**config.mk**
```make
export PLATFORM = sky130hd
export DESIGN_NAME = core_exec
export DESIGN_NICKNAME = d
export VERILOG_FILES = /design/src/verilog/core_exec_pkg.sv /design/src/verilog/alu_unit.sv /design/src/verilog/core_exec.sv
export SDC_FILE = /design/constraint.sdc
export NUM_CORES = 1
export LEC_CHECK = 0
export BUFFER_PORTS_ARGS = -buffer_cell sky130_fd_sc_hd__buf_2
export CAP_MARGIN = 0
export CORE_ASPECT_RATIO = 1.1
export CORE_MARGIN = 5
export CORE_UTILIZATION = 53
export DETAILED_ROUTE_END_ITERATION = 7
export GPL_TIMING_DRIVEN = 1
export PLACE_DENSITY = 0.75
export SYNTH_ARGS = -nofsm -noshare
export SYNTH_HDL_FRONTEND = slang
export SYNTH_SLANG_ARGS = --single-unit
```
**constraint.sdc**
```tcl
create_clock -name clk_sys -period 5.5 [get_ports clk_sys]
set_clock_uncertainty 0.2 [all_clocks]
set_input_delay 0.825 -clock clk_sys [delete_from_list [all_inputs] [get_ports clk_sys]]
set_output_delay 0.825 -clock clk_sys [all_outputs]
set_load 0.02 [all_outputs]
```
**src/verilog/core_exec_pkg.sv**
```systemverilog
/*
 Constants for the 8-bit core execution block: instruction classes, lengths,
 cycle counts, reset values and field positions.
 Assumes one clock domain and an external decoder that classifies opcodes.
*/
package core_exec_pkg;
   localparam int DATA_W = 8;
   localparam int DADDR_W = 8;
   localparam int PADDR_W = 12;
   localparam logic [7:0] ACC_RESET = 8'h00;
   localparam logic [11:0] PC_RESET = 12'h000;
   localparam logic [11:0] BIT_BR_BASE = 12'h002;
   localparam logic [7:0] PTR_X_ADDR = 8'h80;
   localparam logic [7:0] PTR_Y_ADDR = 8'h81;
   localparam int PTR_SEL_BIT = 4;
   localparam int DIR_BIT = 4;
   localparam logic [3:0] CYC_ALU = 4'h4;
   localparam logic [3:0] CYC_BR_REL = 4'h2;
   localparam logic [3:0] CYC_BR_BIT = 4'h5;
   localparam logic [3:0] CYC_BIT_OP = 4'h4;
   localparam logic [3:0] CYC_CTRL = 4'h2;
   localparam logic [3:0] CYC_JUMP = 4'h4;
   localparam logic [1:0] LEN_1 = 2'h1;
   localparam logic [1:0] LEN_2 = 2'h2;
   localparam logic [1:0] LEN_3 = 2'h3;

   typedef enum logic [4:0] {
      add_op = 5'h00, and_op = 5'h01, compare_op = 5'h02, subtract_op = 5'h03,
      clear_op = 5'h04, decrement_op = 5'h05, increment_op = 5'h06,
      complement_accumulator = 5'h07, rotate_left_through_carry = 5'h08,
      shift_left_accumulator = 5'h09, branch_if_carry = 5'h0A, branch_if_no_carry = 5'h0B,
      branch_if_zero = 5'h0C, branch_if_nonzero = 5'h0D, branch_if_bit_clear = 5'h0E,
      branch_if_bit_set = 5'h0F, bit_set_op = 5'h10, bit_clear_op = 5'h11,
      no_operation = 5'h12, subroutine_return = 5'h13, return_from_interrupt = 5'h14,
      stop_op = 5'h15, wait_op = 5'h16, long_jump = 5'h17, call_op = 5'h18
   } op_e;

   typedef enum logic [1:0] {
      mode_immediate = 2'h0, mode_direct = 2'h1, mode_short_direct = 2'h2, mode_indirect = 2'h3
   } mode_e;

   typedef enum logic [1:0] {
      st_idle = 2'b00, st_exec = 2'b01, st_done = 2'b11
   } state_e;
endpackage
```
**src/verilog/alu_unit.sv**
```systemverilog
/*
 Combinational arithmetic and logic unit of the core.
 Assumes the caller selects operands and commits results.
*/
`timescale 1ns/10ps
module alu_unit
   import core_exec_pkg::*;
#(
   parameter int WIDTH = DATA_W
) (
   input wire op_e op,
   input wire logic [WIDTH-1:0] acc,
   input wire logic [WIDTH-1:0] operand,
   input wire logic carry_in,
   output logic [WIDTH-1:0] result,
   output logic carry_out
);
   logic [WIDTH:0] wide;

   always_comb begin
      wide = '0;
      result = acc;
      carry_out = carry_in;
      unique case (op)
         add_op: begin
            wide = {1'b0, acc} + {1'b0, operand};
            result = wide[WIDTH-1:0];
            carry_out = wide[WIDTH];
         end
         and_op: begin
            result = acc & operand;
            carry_out = carry_in;
         end
         compare_op, subtract_op: begin
            wide = {1'b0, acc} - {1'b0, operand};
            result = (op == subtract_op) ? wide[WIDTH-1:0] : acc;
            carry_out = wide[WIDTH];
         end
         complement_accumulator: begin
            result = ~acc;
            carry_out = 1'b1;
         end
         rotate_left_through_carry: begin
            result = {acc[WIDTH-2:0], carry_in};
            carry_out = acc[WIDTH-1];
         end
         shift_left_accumulator: begin
            result = {acc[WIDTH-2:0], 1'b0};
            carry_out = acc[WIDTH-1];
         end
         increment_op: result = operand + 1'b1;
         decrement_op: result = operand - 1'b1;
         clear_op: begin
            result = '0;
            carry_out = 1'b0;
         end
         default: begin
            result = acc;
            carry_out = carry_in;
         end
      endcase
   end
   // Zero flag taken by caller from result, for compare from acc == operand; compare passes acc as result, carry from wide
endmodule

```
**src/verilog/core_exec.sv**
```systemverilog
/*
 Execution unit of an 8-bit core: takes a decoded instruction with its
 operand bytes, reads the data space, runs it for its cycle count and
 commits accumulator, flags, data-space writes and program counter.
 Assumes an external fetch/decode stage presents op, mode, opcode and
 operand bytes with a one-cycle start pulse, and a data space that answers
 reads combinationally.
*/
`timescale 1ns/10ps
// Behaviour
// (RQ1) Add, AND, compare, subtract use accumulator and data byte or immediate.
// (RQ2) Clear, decrement, increment reach any of 256 data-space addresses.
// (RQ3) Complement, rotate, shift work on the accumulator only.
// (RQ4) Flag branches taken on carry set/clear, zero set/clear.
// (RQ5) Bit set/clear change one bit of any data byte, others kept.
// (RQ6) Jump and call load a full 12-bit target.
// (RQ7) Flag branches reach from 15 back to 16 forward.
// (RQ8) Bit-test branches use signed byte, reach 126 back to 129 forward.
// (RQ9) Bit-test branch copies tested bit into carry, zero kept.
// (RQ10) With watchdog selected, stop becomes wait.
// (RQ11) ALU and accumulator operations take 4 cycles and update both flags; AND leaves carry unchanged.
// (RQ12) Increment/decrement update zero only; lengths 1 or 2 bytes.
// (RQ13) Clear register is 3 bytes, no flags; clear accumulator 2 bytes, both flags.
// (RQ14) Flag branches: one byte, 2 cycles, flags kept.
// (RQ15) Bit-test branches: three bytes, 5 cycles, on bit 0 or 1.
// (RQ16) Bit set/clear: two bytes, 3-bit index, 4 cycles, flags kept.
// (RQ17) Control ops one byte, 2 cycles; only interrupt return changes flags.
// (RQ18) Jump and call: two bytes, 4 cycles, flags kept.
// (RQ19) Indirect operand address from pointer chosen by opcode bit 4.
// (RQ20) Relative opcode holds direction bit and four-bit span.
// (RQ21) Results commit at end of final cycle.
module core_exec
   import core_exec_pkg::*;
(
   input wire logic clk_sys,
   input wire logic resetn,
   input wire logic start,
   input wire op_e op,
   input wire mode_e mode,
   input wire logic [7:0] opcode,
   input wire logic [7:0] byte2,
   input wire logic [7:0] byte3,
   input wire logic [2:0] bit_index,
   input wire logic [11:0] pc_in,
   input wire logic watchdog_selected,
   input wire logic [7:0] saved_flags,
   input wire logic [11:0] return_addr,
   input wire logic [7:0] data_rdata,
   input wire logic [7:0] ptr_x,
   input wire logic [7:0] ptr_y,
   output logic [7:0] data_addr,
   output logic data_we,
   output logic [7:0] data_wdata,
   output logic [7:0] acc,
   output logic zero_flag,
   output logic carry_flag,
   output logic [11:0] pc,
   output logic busy,
   output logic done,
   output logic push_return,
   output logic pop_return,
   output logic stop_mode,
   output logic wait_mode,
   output logic [1:0] instr_len
);
   state_e state;
   op_e cur_op;
   mode_e cur_mode;
   logic [7:0] cur_opcode;
   logic [7:0] cur_b2;
   logic [7:0] cur_b3;
   logic [2:0] cur_bit;
   logic [11:0] cur_pc;
   logic [3:0] cyc_left;
   logic [7:0] operand;
   logic [7:0] alu_res;
   logic alu_carry;
   logic [7:0] next_addr;
   logic [3:0] next_cycles;
   logic [1:0] next_len;
   logic tested_bit;
   logic take;
   logic [11:0] next_pc;
   logic last;

   // One-hot mask for a bit index
   function automatic logic [7:0] bit_mask(input logic [2:0] idx);
      bit_mask = 8'h01 << idx;
   endfunction

   // Classes that work on the accumulator through the ALU
   function automatic logic is_acc_op(input op_e o);
      is_acc_op = (o == add_op) || (o == and_op) || (o == compare_op) || (o == subtract_op) ||
         (o == complement_accumulator) || (o == rotate_left_through_carry) ||
         (o == shift_left_accumulator);
   endfunction

   // Clear, increment or decrement aimed at the accumulator
   function automatic logic is_acc_form(input op_e o, input mode_e m, input logic [7:0] oc);
      is_acc_form = ((o == clear_op) || (o == increment_op) || (o == decrement_op)) &&
         (m == mode_short_direct) && oc[7];
   endfunction

   // Bit-test branch classes
   function automatic logic is_bit_test(input op_e o);
      is_bit_test = (o == branch_if_bit_clear) || (o == branch_if_bit_set);
   endfunction

   // Cycle count per class
   always_comb begin
      unique case (op)
         branch_if_carry, branch_if_no_carry, branch_if_zero, branch_if_nonzero: next_cycles = CYC_BR_REL; // RQ14
         branch_if_bit_clear, branch_if_bit_set: next_cycles = CYC_BR_BIT; // RQ15
         bit_set_op, bit_clear_op: next_cycles = CYC_BIT_OP; // RQ16
         no_operation, subroutine_return, return_from_interrupt, stop_op, wait_op: next_cycles = CYC_CTRL; // RQ17
         long_jump, call_op: next_cycles = CYC_JUMP; // RQ18
         default: next_cycles = CYC_ALU; // RQ11
      endcase
   end

   // Instruction length per class and mode
   always_comb begin
      unique case (op)
         branch_if_carry, branch_if_no_carry, branch_if_zero, branch_if_nonzero,
         no_operation, subroutine_return, return_from_interrupt, stop_op, wait_op,
         complement_accumulator, rotate_left_through_carry: next_len = LEN_1;
         branch_if_bit_clear, branch_if_bit_set: next_len = LEN_3; // RQ15
         bit_set_op, bit_clear_op, long_jump, call_op, shift_left_accumulator: next_len = LEN_2; // RQ16 RQ18
         clear_op: next_len = (mode == mode_direct) ? LEN_3 : LEN_2; // RQ13
         increment_op, decrement_op: next_len = (mode == mode_direct) ? LEN_2 : LEN_1; // RQ12
         default: next_len = (mode == mode_indirect) ? LEN_1 : LEN_2;
      endcase
   end

   // Data-space address of the current operand
   always_comb begin
      unique case (cur_mode)
         mode_indirect: next_addr = cur_opcode[PTR_SEL_BIT] ? ptr_y : ptr_x; // RQ19
         mode_short_direct: next_addr = {6'h20, cur_opcode[1:0]};
         default: next_addr = cur_b2; // RQ2
      endcase
   end
   assign data_addr = next_addr;

   always_comb begin
      operand = (cur_mode == mode_immediate) ? cur_b2 : data_rdata; // RQ1
      if (cur_op == increment_op || cur_op == decrement_op || cur_op == clear_op) begin
         if (cur_mode == mode_short_direct && cur_opcode[7]) begin
            operand = acc;
         end
      end
   end

   alu_unit #(
      .WIDTH(DATA_W)
   ) u_alu (
      .op(cur_op),
      .acc(acc),
      .operand(operand),
      .carry_in(carry_flag),
      .result(alu_res),
      .carry_out(alu_carry)
   );

   assign tested_bit = data_rdata[cur_bit];
   assign last = (state == st_exec) && (cyc_left == 4'h1);

   // Branch condition
   always_comb begin
      unique case (cur_op)
         branch_if_carry: take = carry_flag; // RQ4
         branch_if_no_carry: take = !carry_flag; // RQ4
         branch_if_zero: take = zero_flag; // RQ4
         branch_if_nonzero: take = !zero_flag; // RQ4
         branch_if_bit_clear: take = !tested_bit; // RQ15
         branch_if_bit_set: take = tested_bit; // RQ15
         default: take = 1'b0;
      endcase
   end

   // Target address
   always_comb begin
      next_pc = cur_pc + 12'(instr_len);
      if (cur_op == long_jump || cur_op == call_op) begin
         next_pc = {cur_opcode[3:0], cur_b2}; // RQ6
      end else if (cur_op == subroutine_return || cur_op == return_from_interrupt) begin
         next_pc = return_addr;
      end else if (take && is_bit_test(cur_op)) begin
         next_pc = cur_pc + BIT_BR_BASE + {{4{cur_b3[7]}}, cur_b3}; // RQ8
      end else if (take) begin
         if (cur_opcode[DIR_BIT]) begin // RQ20
            next_pc = cur_pc - {8'h00, cur_opcode[3:0]}; // RQ7
         end else begin
            next_pc = cur_pc + {8'h00, cur_opcode[3:0]} + 12'h001; // RQ7
         end
      end
   end

   // Data-space write for bit ops, clear, increment, decrement
   always_comb begin
      data_we = 1'b0;
      data_wdata = data_rdata;
      if (last) begin
         unique case (cur_op)
            bit_set_op: begin
               data_we = 1'b1;
               data_wdata = data_rdata | bit_mask(cur_bit); // RQ5
            end
            bit_clear_op: begin
               data_we = 1'b1;
               data_wdata = data_rdata & ~bit_mask(cur_bit); // RQ5
            end
            clear_op, increment_op, decrement_op: begin
               data_we = !is_acc_form(cur_op, cur_mode, cur_opcode);
               data_wdata = alu_res; // RQ2
            end
            default: data_we = 1'b0;
         endcase
      end
   end

   // Sequencing
   always_ff @(posedge clk_sys or negedge resetn) begin
      if (!resetn) begin
         state <= st_idle;
         cyc_left <= 4'h0;
      end else begin
         unique case (state)
            st_idle, st_done: begin
               if (start) begin
                  state <= st_exec;
                  cyc_left <= next_cycles;
               end else begin
                  state <= st_idle;
               end
            end
            st_exec: begin
               cyc_left <= cyc_left - 4'h1;
               if (cyc_left == 4'h1) begin
                  state <= st_done;
               end
            end
            default: state <= st_idle;
         endcase
      end
   end

   // Latch instruction
   always_ff @(posedge clk_sys or negedge resetn) begin
      if (!resetn) begin
         cur_op <= no_operation;
         cur_mode <= mode_immediate;
         cur_opcode <= 8'h00;
         cur_b2 <= 8'h00;
         cur_b3 <= 8'h00;
         cur_bit <= 3'h0;
         cur_pc <= PC_RESET;
         instr_len <= LEN_1;
      end else if (start && state != st_exec) begin
         cur_op <= (op == stop_op && watchdog_selected) ? wait_op : op; // RQ10
         cur_mode <= mode;
         cur_opcode <= opcode;
         cur_b2 <= byte2;
         cur_b3 <= byte3;
         cur_bit <= bit_index;
         cur_pc <= pc_in;
         instr_len <= next_len;
      end
   end

   // Accumulator commit
   always_ff @(posedge clk_sys or negedge resetn) begin
      if (!resetn) begin
         acc <= ACC_RESET;
      end else if (last) begin // RQ21
         if (is_acc_op(cur_op) && cur_op != compare_op) begin // RQ3 RQ11
            acc <= alu_res;
         end else if (is_acc_form(cur_op, cur_mode, cur_opcode)) begin // RQ13
            acc <= alu_res;
         end
      end
   end

   // Zero flag commit
   always_ff @(posedge clk_sys or negedge resetn) begin
      if (!resetn) begin
         zero_flag <= 1'b0;
      end else if (last) begin // RQ21
         if (cur_op == compare_op) begin
            zero_flag <= (acc == operand); // RQ11
         end else if (is_acc_op(cur_op) || is_acc_form(cur_op, cur_mode, cur_opcode)) begin
            zero_flag <= (alu_res == 8'h00); // RQ11 RQ13
         end else if (cur_op == increment_op || cur_op == decrement_op) begin
            zero_flag <= (alu_res == 8'h00); // RQ12
         end else if (cur_op == return_from_interrupt) begin
            zero_flag <= saved_flags[0]; // RQ17
         end
      end
   end

   // Carry flag commit
   always_ff @(posedge clk_sys or negedge resetn) begin
      if (!resetn) begin
         carry_flag <= 1'b0;
      end else if (last) begin // RQ21
         if (is_acc_op(cur_op)) begin
            carry_flag <= alu_carry; // RQ11
         end else if (cur_op == clear_op && is_acc_form(cur_op, cur_mode, cur_opcode)) begin
            carry_flag <= 1'b0; // RQ13
         end else if (is_bit_test(cur_op)) begin
            carry_flag <= tested_bit; // RQ9
         end else if (cur_op == return_from_interrupt) begin
            carry_flag <= saved_flags[1]; // RQ17
         end
      end
   end

   // Program counter
   always_ff @(posedge clk_sys or negedge resetn) begin
      if (!resetn) begin
         pc <= PC_RESET;
      end else if (last) begin // RQ21
         pc <= next_pc;
      end
   end

   // Low-power mode pulses after the final cycle
   always_ff @(posedge clk_sys or negedge resetn) begin
      if (!resetn) begin
         stop_mode <= 1'b0;
         wait_mode <= 1'b0;
      end else begin
         stop_mode <= last && (cur_op == stop_op);
         wait_mode <= last && (cur_op == wait_op); // RQ10
      end
   end

   assign busy = (state == st_exec);
   assign done = (state == st_done);
   assign push_return = last && (cur_op == call_op);
   assign pop_return = last && (cur_op == subroutine_return || cur_op == return_from_interrupt);
endmodule

```
-- Word-level counts from Yosys, hierarchy flattened
Memory sizes are Yosys's and may differ from the RTL's.
Index checks and enable logic that the tools add are counted.
- register bits: 78
- bits in read-only memories: 96
- input bits: 94
- output and inout port bits: 47
- memories: 1
- $add $sub $neg: 11
- order comparisons: 1
- eq/ne operators: 57
- shift operators: 1
- muxes and demuxes: 40
- bitwise operators: 5
- reductions and logical operators: 52
- memories (name ; words ; width ; read ports ; clocked after Yosys merged registers in ; write ports ; RTL line ; RTL):
    (no name shown) ; 32 ; 3 ; 1 ; 0 ; 0 ; core_exec.sv:111 ; unique case (op)
- operators with widths (cell ; number):
    equality test 5 bit, second input constant ; 17
    equality test 5 x 4 -> 1 bit, second input constant ; 16
    case mux 8 bit (9 select lines) ; 1
    2-to-1 mux 8 bit ; 8
    2-to-1 mux 12 bit ; 5
    equality test 5 x 3 -> 1 bit, second input constant ; 8
    case mux 8 bit (3 select lines) ; 1
    AND 8 bit ; 2
    NOT 8 bit ; 2
    case mux 8 bit (2 select lines) ; 1
    logical OR 1 bit ; 14
    logical AND 1 bit ; 13
    adder 12 x 1 -> 12 bit, second input constant ; 1
    adder 12 bit ; 1
    adder 12 x 2 -> 12 bit ; 1
    adder 12 x 2 -> 12 bit, second input constant ; 1
    adder 12 x 4 -> 12 bit ; 1
    2-to-1 mux 1 bit ; 12
    OR reduction 2 bit ; 6
    subtractor 12 x 4 -> 12 bit ; 1
    OR reduction 11 bit ; 1
    equality test 5 x 2 -> 1 bit, second input constant ; 2
    case mux 2 bit (5 select lines) ; 1
    adder 8 x 8 -> 9 bit ; 1
    35 further kinds ; 50

-- Longest topological paths before layout
Gate-level depths: netlist of the first run.
- depth in word-level cells: 11
- depth in mapped cells: 17
- gate-level depth less buffers: 15

-- Hierarchy
A second synthesis of the first run with hierarchy kept.
- cell total of the unflattened synthesis: 979
- area total of the unflattened synthesis: 7606.0 sq um
- by module, submodules not included (module ; times used ; cells an instance ; area each (sq um)):
    core_exec ; 1 ; 773 ; 6170.9
    alu_unit ; 1 ; 206 ; 1435.1

-- Worst setup path before layout of the first run
OpenSTA, ideal clock, no wires.
- kind: register to output
- from: register cur_op[1]
- to: output data_wdata[7]
- data arrival time: 3.109 ns
- path slack: 1.366 ns
- stages on the path, launching flop included: 14
- cell sequence: dfstp_2 buf_6 nand2_2 nand4_2 clkbuf_1 nand3_1 o21a_1 ha_1 and3_1 a211o_1 a21oi_1 xnor2_1 o21a_1 o21ai_0
- word-level cells in the longest chain between the ends: 9
- elaborated cells on any way between the ends: 26
- those cells by class: add/sub (4); eq/ne (11); mux (5); bitwise (1); reduce/logical (5)
- ends and longest elaborated chain (element ; RTL line ; RTL):
    start: declaration ; core_exec.sv:67 ; op_e cur_op;
    start signal: assignment ; core_exec.sv:251 ; cur_op <= no_operation;
    start signal: assignment ; core_exec.sv:260 ; cur_op <= (op == stop_op && watchdog_selected) ? wait_op : op;
    equality test 5 x 3 -> 1 bit ; alu_unit.sv:24, core_exec.sv:147, core_exec.sv:204 ;
    logical OR 1 bit (2 in a row) ; core_exec.sv:147 ; if (cur_op == increment_op || cur_op == decrement_op || cur_op == clear_op) begin
    2-to-1 mux 8 bit ; core_exec.sv:147 ;
    subtractor 8 x 8 -> 9 bit ; alu_unit.sv:35 ; wide = {1'b0, acc} - {1'b0, operand};
    2-to-1 mux 8 bit ; alu_unit.sv:36 ; result = (op == subtract_op) ? wide[WIDTH-1:0] : acc;
    case mux 8 bit (9 select lines) ; alu_unit.sv:24 ; unique case (op)
    case mux 8 bit (3 select lines) * ; core_exec.sv:204 ; unique case (cur_op)
    2-to-1 mux 8 bit * ; core_exec.sv:203 ; if (last) begin
    end: declaration ; core_exec.sv:53 ; output logic [7:0] data_wdata,
Every way passes the cells marked *; elsewhere a longest branch is shown, timed or not.

-- Final worst setup path of the first run
- from: register cur_op[4]
- to: output data_wdata[6]
The elaborated chain is that of the path after synthesis.

==> run summary, run 1 <==
Static leakage = 4.05 nW
DIE HEIGHT = 135 um
Post-cts resize count = 0
Vias in the first global route = 7149
DR WL/cell = 18.3 um
Cell area after technology mapping = 7590 um^2
First-pass GRT wire length = 37300 um
Dpl ws = 957 ps
Hold crit path type = reg -> reg
Asr flop ratio synth = 100%
Startpoint types = flop
WP data required = 4470 ps
Clock Pin Slew Worst Setup and Hold Paths = 60 ps
Setup Crit Path Kind = reg -> out
Post-route setup slack = 569 ps
Root Buffer = clkbuf_16
Core area = 13900 um^2
Critical path endpoint category = primary output
DRT antenna net count = 0
Setup TNS = 0 ps
Syn-to-layout area delta = 13.2%
Final #Nets = 1253
H-tree depth = 3
Initial antenna violation count = 0
Port buffer count = 132
Number of CTS-inserted buffers = 9
Reg-to-reg setup timing slack = 1230 ps
# IOs = 141
RePlAce Congestion = 1.01
Slew margin rel. = 32.0%
Syn_nets = 1156
Yosys cell types = 90
Vias = 7747
Die area = 16800 um^2
Drt pass-1 iters = 6
CP arrival = 3910 ps
CTS tree = yes
DP HPWL = 18000 um
Power Dens Cells = 641 nW/um^2
DRC = 0
Fraction of layout cells with a size suffix above 1 = 17.8%
Fin. max-slew vios = 0
Peak supply drop = 298 uV
GRT overflow = 0
RSZ-0062 raised after global routing = false
Top_reg_cell synth = dfrtp_1
WL final = 23500 um
Synth Instances = 994
Die width = 124 um
Status = complete, no violations
Yosys warnings = 0
Number of antenna diodes = 0
FMAX = 0.203 GHz
Post-CTS setup buffers = 0
Fillers = 1305
FF+latch count, synth = 76
Clock Path Buffers = 2
Max-cap violations = 0
Final worst path period need = 4930 ps
Clk sinks = 76
Final setup fails = 0
Largest net degree at the start of global routing = 77
Site Rows = 45
DR vias/cell = 6.04
Slew @ Worst Pin = 1020 ps
Sequential fraction of the synthesis area = 25.1%
EDFF count, synth = 0
Final period util = 89.7%
Final Hold Viols = 0
GRT Overall Usage = 28.1%
Hold-fix buffers, CTS = 0
Critical-path maximum fanout = 26
Initial Util = 54.6%
Detailed Route Iter0 Violations = 769
Syn_area_per_cell = 7.63 um^2
Clk_lat worst skew = 350 ps
layout by cell type (no fill, tap or decap), drive strengths merged, types with 7 or more instances in the layout:
master  synthesis  final
mux2           11     11
nor3           24     24
ha             61     61
o21ai          96     96
a21o           12     12
nand2         179    179
a211oi         10     10
a22oi           7      7
xor2           13     13
dfrtp          73     73
nor2           69     69
fa              7      7
mux2i          21     21
o21a           13     13
buf            18    142
o21bai          7      7
a31oi          11     11
nand3          32     32
o221ai         10     10
nand2b         15     15
o22ai          12     12
clkbuf         38     12
nor2b          18     18
xnor2          17     17
a21oi          67     67
inv            53     53
report_power, final:
part,leakage [nW],switching [mW],internal (mW)
clock,0.127,0.251,0.328
combinational,3.00,2.19,1.47
sequential,0.926,0.465,0.805
metrics by stage:
stage / power (mW) / std cells / utilization (%) / hold slack [ps] / instance area [um^2]
final: 5.51 / 1283 / 61.8 / 270 / 8590
after global routing: 5.97 / 1283 / 61.8 / 307 / 8590
after CTS: 5.45 / 1283 / 61.8 / 274 / 8590
after detailed placement: 4.85 / 1268 / 59.8 / 261 / 8310
after global placement: 4.78 / 1268 / 59.8 / 257 / 8310
after floorplan: 3.90 / 994 / - / 252 / 7590
path summary, 6_finish.rpt:
| check | start | endpoint | cells past startpoint |
|---|---|---|---|
| setup reg to reg | cur_op[4]$_DFFE_PN1P_ | zero_flag$_DFFE_PN0P_ | 14 |
| setup / recovery | cur_op[4]$_DFFE_PN1P_ | data_wdata[6] | 15 |
| min in group asynchronous | resetn | cur_pc[9]$_DFFE_PN0P_ | 1 |
| hold reg to reg | pc[0]$_DFFE_PN0P_ | pc[0]$_DFFE_PN0P_ | 1 |
| max in group asynchronous | resetn | state[1]$_DFFE_PN0P_ | 1 |
| hold / removal | pc[0]$_DFFE_PN0P_ | pc[0]$_DFFE_PN0P_ | 1 |
flip-flops by register name (all words and copies together), names as in the netlist, 2 cells and up:
register	count
acc	8
cyc_left	4
cur_bit	3
cur_pc	12
state	2
instr_len	2
cur_b3	8
cur_b2	8
cur_op	5
cur_opcode	6
pc	12
cur_mode	2
synth_stat cells, types with 8 or more instances:
cell type	instances	area share, %
nor2b_1	17	1.4
mux2i_1	21	2.8
nand2b_1	14	1.2
inv_1	50	2.5
a21o_1	12	1.2
dfrtp_1	73	24
nand3_1	31	2.0
a21oi_1	66	4.4
o21a_1	13	1.3
nand2_1	177	8.8
nor3_1	23	1.5
clkbuf_1	37	1.8
ha_1	61	10
xnor2_1	17	2.0
o21ai_1	10	0.66
a211oi_1	10	0.99
xor2_1	13	1.5
a31oi_1	10	0.82
buf_2	8	0.53
o22ai_1	12	0.99
o221ai_1	10	1.2
o21ai_0	85	5.6
mux2_2	10	1.5
nor2_1	65	3.2
layer usage:
metal | wire (um) | GRT usage [%]
met1 | 10700 | 40.4
met2 | 10500 | 43.8
met3 | 1720 | 4.30
met4 | 490 | 7.61
met5 | 0 | 0
worst max-delay path: stages, from the launching register on:
cell and delay [ps]:
dfstp_2 880, nor3b_4 130, nand4_2 160, buf_4 210
o21a_1 230, inv_1 140, fa_1 420, nor2b_1 200
nor3_1 90, o21bai_1 150, a21oi_1 100, xor2_1 140
nor2_1 270, a21oi_1 80, o21ai_0 160, buf_2 190
cell type report:
| type | count | area, um^2 | share of cell area [%] |
|---|---|---|---|
| inverter | 53 | 199 | 2.32 |
| multi-input combinational | 809 | 5240 | 60.9 |
| sequential | 76 | 1910 | 22.2 |
| clock inverter | 3 | 22.5 | 0.262 |
| timing repair buffer | 142 | 738 | 8.59 |
| clock buffer | 12 | 256 | 2.99 |
| tap | 188 | 235 | 2.74 |
cells by family after synthesis:
| kind of cell | Yosys count | synth area share (%) |
|---|---|---|
| muxes | 32 | 4.40 |
| AOI/OAI and AO/OA | 298 | 25.5 |
| and+or+nand+nor | 381 | 23.6 |
| xor gates and xnor gates | 30 | 3.46 |
| adders and majority gates | 68 | 11.9 |
| buffers and inverters | 109 | 5.99 |
| DFF | 76 | 25.1 |
No activity file was read; power rests on OpenSTA's default activity.
==> inputs of run 2 (changes only) <==
--- a/config.mk
+++ b/config.mk
@@ -6,5 +6,4 @@
 export NUM_CORES = 1
 export LEC_CHECK = 0
-export BUFFER_PORTS_ARGS = -buffer_cell sky130_fd_sc_hd__buf_2
 export CAP_MARGIN = 0
 export CORE_ASPECT_RATIO = 1.1
@@ -12,6 +11,8 @@
 export CORE_UTILIZATION = 53
 export DETAILED_ROUTE_END_ITERATION = 7
+export DONT_BUFFER_PORTS = 1
 export GPL_TIMING_DRIVEN = 1
-export PLACE_DENSITY = 0.75
+export PLACE_DENSITY = 0.66
+export SLEW_MARGIN = 20
 export SYNTH_ARGS = -nofsm -noshare
 export SYNTH_HDL_FRONTEND = slang
--- a/constraint.sdc
+++ b/constraint.sdc
@@ -3,3 +3,3 @@
 set_input_delay 0.825 -clock clk_sys [delete_from_list [all_inputs] [get_ports clk_sys]]
 set_output_delay 0.825 -clock clk_sys [all_outputs]
-set_load 0.02 [all_outputs]
+set_load 0.05 [all_outputs]
==> run summary, run 2 (synthesis gave the netlist of run 1 again) <==
DP HPWL = 17700 um
Register-to-Register Path Depth = 15
RSZ-0062 raised after global routing = false
Post-route setup slack = 695 ps
Final setup fails = 0
Fin. max-slew vios = 0
Die area = 16800 um^2
WL final = 23000 um
Largest registers = cur_pc x12, pc x12
Initial Util = 54.6%
Clk_lat worst skew = 350 ps
Post-cts resize count = 0
Hold crit path type = in -> async
Slew @ Worst Pin = 1140 ps
Static leakage = 3.59 nW
Commonest non-fill, non-tap cell in the layout = nand2_1
Die width = 124 um
DRC = 0
WP data required = 4470 ps
DR vias/cell = 6.17
Status = complete, no violations
Root Buffer = clkbuf_16
Vias = 7177
Core area = 13900 um^2
GRT overflow = 0
Syn-to-layout area delta = 5.92%
Site Rows = 45
Critical-path maximum fanout = 26
Slew margin rel. = 24.9%
Peak supply drop = 409 uV
Final period util = 87.4%
Final worst path period need = 4800 ps
Critical path cell sequence = nor3b_4 -> nand4_2 -> nand3_1 -> o21a_1 -> inv_1 -> fa_1 -> nor2b_1 -> nor3_1 -> o21bai_1 -> a21oi_1 -> xor2_1 -> nor2_1 -> a21oi_1 -> o21ai_1 -> buf_4
Post-CTS setup buffers = 0
Number of CTS-inserted buffers = 9
RePlAce Congestion = 0.930
Largest net degree at the start of global routing = 74
# IOs = 141
Dpl ws = 1080 ps
Hold-fix buffers, CTS = 1
Critical path endpoint category = primary output
Most common cell on crit path = a21oi_1
Number of antenna diodes = 0
H-tree depth = 3
FMAX = 0.208 GHz
Clock Path Buffers = 2
DR WL/cell = 19.8 um
Power Dens Cells = 702 nW/um^2
CP arrival = 3780 ps
Slowest CP cell = dfstp_2
Drt pass-1 iters = 5
CTS tree = yes
Initial antenna violation count = 0
First-pass GRT wire length = 36600 um
DRT antenna net count = 0
Final Hold Viols = 0
Fraction of layout cells with a size suffix above 1 = 7.79%
Port buffer count = 0
Final #Nets = 1134
GRT Overall Usage = 27.8%
Commonest cells after routing, fill and taps aside = nand2_1 (177), o21ai_0 (78), dfrtp_1 (73)
Max-cap violations = 0
Max incr delay on CP = 530 ps
Detailed Route Iter0 Violations = 656
Setup Crit Path Kind = reg -> out
Clk sinks = 76
Clock Pin Slew Worst Setup and Hold Paths = 60 ps
DIE HEIGHT = 135 um
Setup TNS = 0 ps
Startpoint types = flop
Vias in the first global route = 6783
-- run 2: metrics by stage --
| stage | total power, mW | util, % | cells | hold WS, ps | area [um^2] |
|---|---|---|---|---|---|
| after global routing | 6.13 | 57.8 | 1164 | 109 | 8040 |
| after floorplan | 4.19 | - | 994 | 252 | 7590 |
| after global placement | 4.98 | 55.7 | 1148 | 262 | 7740 |
| after CTS | 5.61 | 57.8 | 1164 | 106 | 8040 |
| final | 5.64 | 57.8 | 1164 | 116 | 8040 |
| after detailed placement | 5.02 | 55.7 | 1148 | 265 | 7740 |
-- run 2: final cells by class --
cell class	instances	area, um^2
repair buffers	23	193
fillers	1334	5870
clock buffers	11	243
inverters	53	199
multi-input cells	809	5240
well taps	188	235
clock inverters	4	26.3
flip-flops and latches	76	1910
-- run 2: final timing paths --
| check | start | end | slack [ps] |
|---|---|---|---|
| max | cur_op[4]$_DFFE_PN1P_ | data_wdata[6] | 700 |
| min | resetn | cur_op[4]$_DFFE_PN1P_ | 120 |
| max reg2reg | cur_op[4]$_DFFE_PN1P_ | zero_flag$_DFFE_PN0P_ | 1220 |
| min reg2reg | cur_opcode[4]$_DFFE_PN0P_ | cur_opcode[4]$_DFFE_PN0P_ | 280 |
| max in group asynchronous | resetn | acc[7]$_DFFE_PN0P_ | 4650 |
| min in group clk_sys | cur_opcode[4]$_DFFE_PN0P_ | cur_opcode[4]$_DFFE_PN0P_ | 280 |
-- run 2: where the power goes --
group	leakage (nW)	internal, mW	switching (mW)	total, mW
Clock	0.131	0.315	0.241	0.556
Sequential	0.926	0.800	0.743	1.54
Combinational	2.53	1.38	2.16	3.54
Total	3.59	2.49	3.15	5.64
-- run 2: per-layer routing --
layer / global-route usage (%) / part of all wire (%) / up-vias
met5: 0 / 0 / -
met4: 8.09 / 2.2 / 0
met3: 6.52 / 8.3 / 43
met2: 42.0 / 44 / 286
met1: 39.5 / 46 / 3346
li1: - / - / 3502
-- run 2: worst max-delay path: cells and delay by family, from the launching register on --
family,cells,cell delay [ps]
AO/OA/AOI/OAI,5,710
XOR/XNOR,1,140
adder cells (fa/ha/maj),1,420
buffers and inverters,2,360
flip-flops,1,530
AND/OR/NAND/NOR,6,1280
==> inputs of run 3 (changes only) <==
- CELL_PAD_IN_SITES_DETAIL_PLACEMENT: default -> 0
- CELL_PAD_IN_SITES_GLOBAL_PLACEMENT: default -> 1
- CTS_BUF_LIST: default -> sky130_fd_sc_hd__clkbuf_8
- GPL_TIMING_DRIVEN: 1 -> 0
- PLACE_DENSITY: 0.66 -> 0.87
==> run summary, run 3 (synthesis gave the netlist of run 1 again) <==
DP HPWL = 19900 um
Final setup fails = 0
# IOs = 141
Clk sinks = 76
Setup Crit Path Kind = reg -> out
CP arrival = 4220 ps
Die width = 124 um
Status = complete, no violations
Critical path endpoint category = primary output
GRT overflow = 0
Drt pass-1 iters = 6
Commonest non-fill, non-tap cell in the layout = nand2_1
RePlAce Congestion = 0.933
Crit path max-delay family = compound AO/OA/AOI/OAI gates
Initial Util = 54.6%
Core area = 13900 um^2
DRC = 0
Largest net degree at the start of global routing = 74
H-tree depth = 3
Fraction of layout cells with a size suffix above 1 = 7.42%
Peak supply drop = 391 uV
Busiest grt layer = met2
Largest registers = cur_pc x12, pc x12
DIE HEIGHT = 135 um
Crit path buffers/inverters = 3
Vias in the first global route = 7045
Clock Pin Slew Worst Setup and Hold Paths = 90 ps
Critical-path maximum fanout = 10
Fin. max-slew vios = 0
Vias = 7460
CTS tree = yes
Met1 Use GR = 38.8%
Initial antenna violation count = 0
Final Util = 58.1%
Clk_lat worst skew = 380 ps
Detailed Route Iter0 Violations = 607
WP data required = 4470 ps
RSZ-0062 raised after global routing = false
Syn-to-layout area delta = 6.55%
DR vias/cell = 6.22
Power Dens Cells = 706 nW/um^2
FMAX = 0.191 GHz
Met2 Resource Use GR = 51.1%
Fillers = 1384
Slew @ Worst Pin = 1090 ps
Slowest CP cell = dfstp_2
Site Rows = 45
Number of antenna diodes = 0
Final worst path period need = 5250 ps
Static leakage = 3.57 nW
Critical path cell sequence = buf_6 -> nand2_2 -> nand4_2 -> clkbuf_1 -> o21a_1 -> inv_1 -> fa_1 -> nor2b_1 -> nor3_1 -> o21bai_1 -> a21oi_1 -> xor2_1 -> nor2_1 -> a21oi_1 -> o21ai_2
Final #Nets = 1168
Clock Path Buffers = 2
First-pass GRT wire length = 39100 um
Final period util = 95.4%
Total Power = 5.70 mW
Hold crit path type = in -> async
Final Hold Viols = 0
WL final = 25400 um
Commonest cells after routing, fill and taps aside = nand2_1 (177), o21ai_0 (78), dfrtp_1 (73)
Port buffer count = 0
Max incr delay on CP = 530 ps
GRT Overall Usage = 30.4%
Slew margin rel. = 28.4%
DRT antenna net count = 0
DR WL/cell = 21.2 um
Grt met3 use = 5.76%
Number of CTS-inserted buffers = 9
Max-cap violations = 0
Die area = 16800 um^2
Startpoint types = flop
Most common cell on crit path = a21oi_1
Root Buffer = clkbuf_8
-- run 3: cell types whose count changed in the layout (fill, tap and decap cells not counted), sizes merged --
cell and delta:
bufinv +1, clkbuf +38, buf -4
-- run 3: repair_timing --
action,in CTS,in global routing
endpoints found under the setup margin,1,3
setup buffers,0,0
gates resized for setup,1,3
hold endpoints to repair,73,0
hold buffers,1,0
-- run 3: final cells by class --
| type | count | area, um^2 | area share [%] |
|---|---|---|---|
| flip-flops and latches | 76 | 1910 | 23.6 |
| plain buffers | 56 | 255 | 3.16 |
| multi-input cells | 809 | 5250 | 64.9 |
| well taps | 188 | 235 | 2.91 |
| clock buffers | 11 | 151 | 1.87 |
| repair buffers | 1 | 27.5 | 0.341 |
| clock inverters | 5 | 60.1 | 0.743 |
| inverters | 53 | 199 | 2.46 |
-- run 3: per-stage QoR --
step | setup TNS, ps | area, um^2 | cells | hold slack [ps] | setup slack (ps)
after floorplan | 0 | 7590 | 994 | 252 | 754
after global placement | -148 | 7820 | 1182 | 269 | -148
after detailed placement | 0 | 7830 | 1182 | 277 | 251
after CTS | 0 | 8070 | 1199 | 59.6 | 60.0
after global routing | 0 | 8080 | 1199 | 50.3 | 51.0
final | 0 | 8080 | 1199 | 74.8 | 251
-- run 3: where the power goes --
group | total (mW) | leakage [nW] | internal [mW] | switching [mW]
logic | 3.77 | 2.54 | 1.42 | 2.36
registers | 1.45 | 0.926 | 0.797 | 0.652
clock network | 0.481 | 0.106 | 0.235 | 0.245
-- run 3: per-layer routing --
layer	up-vias	share of wire, %
met5	-	0
li1	3568	-
met4	0	2.9
met2	324	49
met3	53	7.3
met1	3515	41
-- run 3: final timing paths --
kind,from,end,slack (ps),cells past startpoint
worst max-delay path,cur_op[1]$_DFFE_PN1P_,data_wdata[6],250,15
worst min-delay path,resetn,cur_op[1]$_DFFE_PN1P_,70,0
worst max register to register,cur_op[1]$_DFFE_PN1P_,zero_flag$_DFFE_PN0P_,1030,17
worst min register to register,cur_b3[6]$_DFFE_PN0P_,cur_b3[6]$_DFFE_PN0P_,290,2
max in group asynchronous,resetn,acc[7]$_DFFE_PN0P_,4650,1
min in group clk_sys,cur_b3[6]$_DFFE_PN0P_,cur_b3[6]$_DFFE_PN0P_,290,2
